===== config.mk =====
export PLATFORM = sky130hd
export DESIGN_NAME = mpt_top
export DESIGN_NICKNAME = d
export VERILOG_FILES = /design/src/mpt_pkg.sv /design/src/mpt_dead.sv /design/src/mpt_sync.sv /design/src/mpt_top.sv
export SDC_FILE = /design/constraint.sdc
export NUM_CORES = 1
export LEC_CHECK = 0
export BUFFER_PORTS_ARGS = -buffer_cell sky130_fd_sc_hd__clkbuf_2
export CAP_MARGIN = 20
export CORE_ASPECT_RATIO = 1.75
export CORE_UTILIZATION = 53
export CTS_CLUSTER_DIAMETER = 200
export DETAILED_ROUTE_END_ITERATION = 7
export GPL_TIMING_DRIVEN = 0
export PLACE_DENSITY = 0.76
export SLEW_MARGIN = 20
export SYNTH_ARGS = -nofsm -noshare
export SYNTH_HDL_FRONTEND = slang
export SYNTH_HIERARCHICAL = 1
export SYNTH_SLANG_ARGS = --single-unit

===== constraint.sdc =====
create_clock -name clk -period 5.5 [get_ports clk]
set_input_delay 0.55 -clock clk [delete_from_list [all_inputs] [get_ports clk]]
set_output_delay 0.55 -clock clk [all_outputs]
set_load 0.1 [all_outputs]

===== src/mpt_pkg.sv =====
// Purpose: Constants shared by the motor PWM timer and its brake routing
// Assumes: One 25 MHz clock, asynchronous active-low reset
// Notes: No software registers; configuration arrives as plain ports
package mpt_pkg;
   // Counter and prescaler width
   localparam int CNT_W = 16;
   // Dead-time count width
   localparam int DT_W = 8;
   // Number of half-bridge phases
   localparam int PHASES = 3;
   // Pin map code that routes the outputs to the gate driver
   localparam logic [3:0] PIN_MAP_DRIVER = 4'h4;
   // Counter reset value
   localparam logic [CNT_W-1:0] CNT_ZERO = 16'h0000;
   // Dead-time reset value
   localparam logic [DT_W-1:0] DT_ZERO = 8'h00;
   // Clock monitor timeout, in system clock cycles, before failure
   localparam logic [7:0] SCM_LIMIT = 8'h10;
   // Counting direction states
   typedef enum logic [1:0] {
      MPT_DIR_UP = 2'b01,
      MPT_DIR_DOWN = 2'b10
   } mpt_dir_t;
endpackage


===== src/mpt_dead.sv =====
// Purpose: Complementary pair with dead-time for one phase
// Assumes: Reference arrives on the system clock
// Notes: Brake forces both sides low without waiting
`timescale 1ns/10ps
module mpt_dead import mpt_pkg::*; (
   // Clock and reset
   input wire logic clk,
   input wire logic rst_n,
   // Reference, dead-time, brake
   input wire logic ref_in,
   input wire logic [DT_W-1:0] dead,
   input wire logic brake,
   // Gate outputs
   output logic high_side,
   output logic low_side
);
   // Delayed reference after dead-time elapses
   logic settled;
   // Dead-time counter
   logic [DT_W-1:0] dcnt;
   // Registered side states
   logic hs_q, ls_q;
   wire changed = (ref_in != settled);

   // Track reference, hold both off during the gap
   always_ff @(posedge clk or negedge rst_n) begin
      if (!rst_n) begin
         settled <= 1'b0;
         dcnt <= DT_ZERO;
      end else if (!changed) begin
         dcnt <= DT_ZERO;
      end else if (dcnt >= dead) begin
         settled <= ref_in;
         dcnt <= DT_ZERO;
      end else begin
         dcnt <= dcnt + 8'h01;
      end
   end

   // Sides only on when settled and unchanged
   always_ff @(posedge clk or negedge rst_n) begin
      if (!rst_n) begin
         hs_q <= 1'b0;
         ls_q <= 1'b0;
      end else begin
         hs_q <= settled && !changed;
         ls_q <= !settled && !changed;
      end
   end

   assign high_side = hs_q && !brake;
   assign low_side = ls_q && !brake;
endmodule


===== src/mpt_sync.sv =====
// Purpose: Two-flop synchroniser for a bus of asynchronous levels
// Assumes: Inputs are levels, not pulses shorter than two clocks
// Notes: First stage feeds only the second
`timescale 1ns/10ps
module mpt_sync #(
   parameter int W = 1
) (
   // Clock and reset
   input wire logic clk,
   input wire logic rst_n,
   // Raw and synchronised levels
   input wire logic [W-1:0] d,
   output logic [W-1:0] q
);
   // Metastability catch stage
   logic [W-1:0] meta;

   // Two stages, both cleared at reset
   always_ff @(posedge clk or negedge rst_n) begin
      if (!rst_n) begin
         meta <= '0;
         q <= '0;
      end else begin
         meta <= d;
         q <= meta;
      end
   end
endmodule


===== src/mpt_top.sv =====
// Purpose: Motor PWM timer with brake and comparator routing
// Assumes: Comparator and monitor inputs are asynchronous levels
// Notes: Configuration is held stable by the surrounding logic
`timescale 1ns/10ps
module mpt_top import mpt_pkg::*; (
   // Clock and reset
   input wire logic clk,
   input wire logic rst_n,
   // Timer configuration
   input wire logic enable,
   input wire logic center_mode,
   input wire logic count_down,
   input wire logic [CNT_W-1:0] prescale,
   input wire logic [CNT_W-1:0] reload,
   input wire logic [7:0] repeat_count,
   input wire logic [CNT_W-1:0] compare_a,
   input wire logic [CNT_W-1:0] compare_b,
   input wire logic [CNT_W-1:0] compare_c,
   input wire logic [DT_W-1:0] dead_time,
   input wire logic [3:0] motor_timer_pin_map,
   // Timer link
   input wire logic link_sync,
   output logic link_trigger,
   // Comparator results, general then current
   input wire logic [4:0] general_comparator,
   input wire logic [1:0] current_comparator,
   // Clock monitor
   input wire logic scm_enable,
   input wire logic monitored_clock_alive,
   input wire logic scm_flag_clear,
   output logic scm_fail_flag,
   // Routed comparator results
   output logic comparator_result_first,
   output logic motor_channel_four_input,
   output logic general_timer_channel_four_input,
   output logic system_reset_request,
   // Status
   output logic update_event,
   output logic brake_active,
   output logic [CNT_W-1:0] counter_value,
   // Gate driver pins
   output logic port_a_bit0,
   output logic port_a_bit2,
   output logic port_d_bit0,
   output logic port_a_bit3,
   output logic port_b_bit0,
   output logic port_b_bit1
);
   // Synchronised comparator, sync and monitor levels
   logic [4:0] gen_s;
   logic [1:0] cur_s;
   logic sync_s, alive_s;
   // Previous sync level for edge detect
   logic sync_d;
   // Prescaler and main counter
   logic [CNT_W-1:0] psc;
   logic [CNT_W-1:0] cnt;
   // Repetition down-counter
   logic [7:0] rep;
   // Current direction
   mpt_dir_t dir;
   // Clock monitor idle counter and last alive level
   logic [7:0] scm_cnt;
   logic alive_d;
   // PWM references, one per phase
   logic [PHASES-1:0] pwm_ref;
   logic [PHASES-1:0] hs, ls;
   // Registered routed outputs
   logic cmp_first_q, ch4_motor_q, ch4_gen_q, rst_req_q;

   // Comparator, link sync and clock-alive inputs pass two flops before any logic reads them;
   // brake response therefore lags the comparator pin by two clocks
   mpt_sync #(.W(5)) u_sync_gen (
      .clk(clk), .rst_n(rst_n), .d(general_comparator), .q(gen_s));
   mpt_sync #(.W(2)) u_sync_cur (
      .clk(clk), .rst_n(rst_n), .d(current_comparator), .q(cur_s));
   mpt_sync #(.W(2)) u_sync_misc (
      .clk(clk), .rst_n(rst_n),
      .d({link_sync, monitored_clock_alive}), .q({sync_s, alive_s}));

   // Decode of counter events
   wire psc_tick = (psc >= prescale);
   wire at_top = (cnt >= reload);
   wire at_zero = (cnt == CNT_ZERO);
   wire sync_rise = sync_s && !sync_d;
   // End of one full counter period
   wire period_end = psc_tick && (center_mode ?
      (dir == MPT_DIR_DOWN && cnt == 16'h0001) || (reload == CNT_ZERO) :
      (dir == MPT_DIR_UP ? at_top : at_zero));
   // Update only when repetition reaches zero
   wire next_update = enable && period_end && (rep == 8'h00);
   // Clock failure when no alive edge within limit
   wire scm_fail = scm_enable && (scm_cnt >= SCM_LIMIT);
   // Brake sources gathered
   wire brake_any = gen_s[3] || cur_s[0] || scm_fail;

   // Prescaler and link sync
   always_ff @(posedge clk or negedge rst_n) begin
      if (!rst_n) begin
         psc <= CNT_ZERO;
         sync_d <= 1'b0;
      end else begin
         sync_d <= sync_s;
         // Prescaler restarts on tick or sync
         if (!enable || psc_tick || sync_rise)
            psc <= CNT_ZERO;
         else
            psc <= psc + 16'h0001;
      end
   end

   always_ff @(posedge clk or negedge rst_n) begin
      if (!rst_n) begin
         cnt <= CNT_ZERO;
         dir <= MPT_DIR_UP;
      end else if (!enable) begin
         dir <= count_down ? MPT_DIR_DOWN : MPT_DIR_UP;
      end else if (sync_rise) begin
         cnt <= (dir == MPT_DIR_DOWN && !center_mode) ? reload : CNT_ZERO;
      end else if (psc_tick) begin
         unique case (dir)
            MPT_DIR_UP: begin
               if (at_top) begin
                  if (center_mode) begin
                     dir <= MPT_DIR_DOWN;
                     cnt <= cnt - 16'h0001;
                  end else
                     cnt <= CNT_ZERO;
               end else
                  cnt <= cnt + 16'h0001;
            end
            MPT_DIR_DOWN: begin
               if (at_zero) begin
                  if (center_mode) begin
                     dir <= MPT_DIR_UP;
                     cnt <= cnt + 16'h0001;
                  end else
                     cnt <= reload;
               end else
                  cnt <= cnt - 16'h0001;
            end
         endcase
      end
   end

   always_ff @(posedge clk or negedge rst_n) begin
      if (!rst_n) begin
         rep <= 8'h00;
         update_event <= 1'b0;
      end else begin
         update_event <= next_update;
         if (!enable)
            rep <= repeat_count;
         else if (period_end)
            rep <= (rep == 8'h00) ? repeat_count : rep - 8'h01;
      end
   end

   // Update pulse goes out as link trigger
   assign link_trigger = update_event;

   // Clock monitor watchdog on alive edges
   always_ff @(posedge clk or negedge rst_n) begin
      if (!rst_n) begin
         scm_cnt <= 8'h00;
         alive_d <= 1'b0;
         scm_fail_flag <= 1'b0;
      end else begin
         alive_d <= alive_s;
         if (!scm_enable || alive_s != alive_d)
            scm_cnt <= 8'h00;
         else if (scm_cnt < SCM_LIMIT)
            scm_cnt <= scm_cnt + 8'h01;
         // Set wins over clear
         if (scm_fail)
            scm_fail_flag <= 1'b1;
         else if (scm_flag_clear)
            scm_fail_flag <= 1'b0;
      end
   end

   // Edge-aligned or centred comparison per phase
   wire [CNT_W-1:0] cmp_sel [PHASES] = '{compare_a, compare_b, compare_c};
   genvar g;
   generate
      for (g = 0; g < PHASES; g++) begin : g_phase
         assign pwm_ref[g] = enable && (cnt < cmp_sel[g]);
         mpt_dead u_dead (
            .clk(clk), .rst_n(rst_n), .ref_in(pwm_ref[g]),
            .dead(dead_time), .brake(brake_any),
            .high_side(hs[g]), .low_side(ls[g]));
      end
   endgenerate

   // Routed comparator results, registered
   always_ff @(posedge clk or negedge rst_n) begin
      if (!rst_n) begin
         cmp_first_q <= 1'b0;
         ch4_motor_q <= 1'b0;
         ch4_gen_q <= 1'b0;
         rst_req_q <= 1'b0;
      end else begin
         // Only first result reaches a pin
         cmp_first_q <= gen_s[0];
         ch4_motor_q <= gen_s[1];
         ch4_gen_q <= gen_s[2];
         // Fifth general result resets; second current
         rst_req_q <= gen_s[4] || cur_s[1];
      end
   end
   // Routed results leave straight from their flops
   assign comparator_result_first = cmp_first_q;
   assign motor_channel_four_input = ch4_motor_q;
   assign general_timer_channel_four_input = ch4_gen_q;
   assign system_reset_request = rst_req_q;
   assign counter_value = cnt;

   assign brake_active = brake_any;

   // Driver pins live only under the driver pin map
   wire map_ok = (motor_timer_pin_map == PIN_MAP_DRIVER);
   // Low-side pins, then high-side; six PWM pins drive three bridges
   assign port_a_bit0 = map_ok && ls[0];
   assign port_a_bit2 = map_ok && ls[1];
   assign port_d_bit0 = map_ok && ls[2];
   assign port_a_bit3 = map_ok && hs[0];
   assign port_b_bit0 = map_ok && hs[1];
   assign port_b_bit1 = map_ok && hs[2];

   // Any of the six driver pins high, for the checks below
   wire pins_any = port_a_bit0 || port_a_bit2 || port_d_bit0 ||
      port_a_bit3 || port_b_bit0 || port_b_bit1;
endmodule


==> impl_metrics.toml <==
[power_and_ir_drop]
p_per_area_mw_per_mm2 = 333.1
p_switching_uw = 1477
seq_power_share_pct = 33.3
sw_frac_of_total_pct = 45.47
vdd_ir_drop_max_mv = 0.3126
p_clk_share_pct = 21.5
p_comb_share_pct = 45.2
p_leak_uw = 0.005137
cellInternalPower_uw = 1771
power.total_uw = 3248

[sta]
slew_headroom_pct = 30.02
finalCriticalPeriod_ns = 3.734
setup-tns-final_ns = 0
fmax_mhz = 267.8
slew_violations = 0
rsz0062_at_grt = "no"
worst_pin_slew_ns = 1.040
whs_ns = 0.04610
fin_worst_skew_ns = 0.01341
hold_viol = 0
fin_crit_sh_pct = 67.89
setup_ws_ns = 1.766
setup_violations = 0

[place]
place_hpwl_um = 16780
io_buffers = 144
pre_cts_ws_ns = 1.775
place.gp.congestion = 0.9817

[run]
drv_cap = 0

[cts]
clock_sinks = 109
cts_tree = "built"
postCtsHoldBufs = 0
path_clk_slew_ns = 0.09
post_cts.repair.setup_buffers = 0
clockBufferDepth = 2
clock_latency_ns = 0.36
cts_htree_levels = 3
clk_root_buffer_cell = "clkbuf_16"
cts_buffers = 9
cts_resized = 0

[routing]
drt_iter0_drc = 288
wl_per_cell_um = 16.42
drc = 0
viasPerCell = 5.780
via_count = 7485
ant_nets = 0
drt_first_pass_iters = 5
routed_wl_um = 21260

[layout]
synthToLayoutAreaGrowth_pct = 15.54
drive_above_1_share_pct = 19.21
antenna_cells = 0
final_core_util_pct = 63.04
layout_common_cells = "143 x clkbuf_2, 127 x inv_1, 119 x ha_1, 108 x dfrtp_1, 57 x nor2_1"
final.fill_count = 1349
fin_nets = 1339
layout_commonest_cell = "clkbuf_2"

[logic_synthesis]
syn_nets = 1183
synth_flop_cell = "dfrtp_1"
yosysWarnings = 6
synth_edf_count = 0
syn_avg_cell_area_um2 = 8.901
synthArstFlopShare_pct = 100.0
netlist_area_mm2 = 0.008438
synth_cells = 948
ys_seq_area_share_pct = 32.34
synth_seq_cells = 109
post_synth_num_cell_types = 71

[worst_setup_path]
startpoint_type = "flip-flop"
worstPathRequired_ns = 5.79
crit_path_end_kind = "flip-flop"
reg2regPathDepth = 13
cp_data_arrival_time_ns = 4.03
path_class = "flip-flop to flip-flop"
crit_path_max_fanout = 14

[floorplan]
core_mm2 = 0.01546
die_y_um = 168.9
die_x_um = 97.38
initial_core_util_pct = 54.56
pin_count = 146
rows = 60
die_area_mm2 = 0.01645

[grt]
grt.overflow.total = 0
first_global_vias = 7516
grt_max_degree = 93
grt_pass1_wl_um = 35600
antenna_found_initial = 0
grt_use_total_pct = 26.95

[worst_hold_path]
hp-class = "primary input to async pin"

[status]
status = "finished clean"
[flip-flops by register name, summed over array words and instances (netlist names), 2 cells and up]
| register | count |
|---|---|
| g_phase.u_dead/settled | 3 |
| psc | 16 |
| scm_cnt | 8 |
| u_sync_cur/q | 2 |
| dir | 2 |
| u_sync_gen/q | 5 |
| g_phase.u_dead/dcnt | 24 |
| u_sync_misc/meta | 2 |
| counter_value | 16 |
| u_sync_misc/q | 2 |
| g_phase.u_dead/ls_q | 3 |
| u_sync_gen/meta | 5 |
| rep | 8 |
| g_phase.u_dead/hs_q | 3 |
| u_sync_cur/meta | 2 |
[cell families after synthesis]
kind of cell | count (synthesis) | synth area share [%]
AOI/OAI and AO/OA | 193 | 15.81
xor gates and xnor gates | 61 | 6.332
muxes | 8 | 0.9638
and+or+nand+nor | 297 | 19.16
buffers and inverters | 161 | 7.755
DFF | 109 | 32.34
adders and majority gates | 119 | 17.65
[worst paths after layout]
| check | start | end | slack (ns) |
|---|---|---|---|
| min | rst_n | counter_value[10]$_DFFE_PN0P_ | 0.05 |
| min reg2reg | u_sync_gen/q[2]$_DFF_PN0_ | general_timer_channel_four_input$_DFF_PN0_ | 0.35 |
| min in group clk | general_comparator[1] | u_sync_gen/meta[1]$_DFF_PN0_ | 0.29 |
| max reg2reg | counter_value[1]$_DFFE_PN0P_ | g_phase[1].u_dead/dcnt[4]$_DFF_PN0_ | 1.77 |
| max in group asynchronous | rst_n | dir[0]$_DFFE_PN1P_ | 4.75 |
| max | counter_value[1]$_DFFE_PN0P_ | g_phase[1].u_dead/dcnt[4]$_DFF_PN0_ | 1.77 |
[layout make-up]
| type | instances | area (um2) | area share (%) |
|---|---|---|---|
| plain buffers | 34 | 177.7 | 1.822 |
| multi-input cells | 678 | 5060 | 51.90 |
| flip-flops and latches | 109 | 2729 | 27.99 |
| clock inverters | 7 | 91.34 | 0.9369 |
| repair buffers | 145 | 757.0 | 7.764 |
| well taps | 186 | 232.7 | 2.387 |
| inverters | 127 | 476.7 | 4.890 |
| clock buffers | 9 | 225.2 | 2.310 |
[routing by layer]
metal / global-route usage, % / part of all wire, %
met5: 0 / 0
met4: 15.41 / 4.7
met3: 3.840 / 4.5
met2: 50.32 / 54
met1: 28.51 / 37
[worst max-delay path, stage by stage (launching register included)]
cell and delay, ns:
dfrtp_1 0.65, ha_1 0.33, a21o_1 0.15, a21o_1 0.17, a211oi_1 0.25, o21bai_1 0.14, a31oi_1 0.28, o21ai_0 0.18
a31oi_1 0.36, inv_1 0.11, ha_1 0.31, or4b_1 0.46, buf_6 0.17, nor2_2 0.11
[synthesized netlist by cell type (all sizes together), types with 7 or more instances]
| master | number | share of area [%] |
|---|---|---|
| inv | 127 | 5.6 |
| ha | 119 | 18 |
| dfrtp | 108 | 32 |
| nor2 | 81 | 4.5 |
| nand3 | 51 | 3.0 |
| nand2 | 46 | 2.0 |
| a21oi | 42 | 2.5 |
| o21ai | 38 | 2.3 |
| xor2 | 34 | 3.5 |
| xnor2 | 27 | 2.8 |
| and3 | 22 | 1.6 |
| nand4 | 21 | 1.7 |
| a21o | 20 | 1.8 |
| clkbuf | 20 | 0.89 |
| a211oi | 15 | 1.3 |
| nor2b | 15 | 1.1 |
| a31oi | 14 | 1.0 |
| buf | 14 | 1.2 |
| nor3 | 14 | 0.96 |
| and2 | 11 | 0.82 |
| nand2b | 9 | 0.67 |
| o211ai | 9 | 0.86 |
| nor4 | 8 | 0.67 |
| mux2i | 7 | 0.83 |
[power groups by stage]
stage                     Clock, uW  Sequential [uW]  Combinational, uW
after floorplan                   0             1300                882
after global placement            0             1090               1420
final                           697             1080               1470
after global routing            745             1100               1630
after detailed placement          0             1100               1470
after CTS                       715             1080               1480
[stage by stage]
stage / area, um2 / instances
after detailed placement: 9433 / 1279
after CTS: 9749 / 1295
after global placement: 9392 / 1278
after floorplan: 8438 / 948
after global routing: 9749 / 1295
final: 9749 / 1295
No activity file was read; power rests on OpenSTA's default activity.
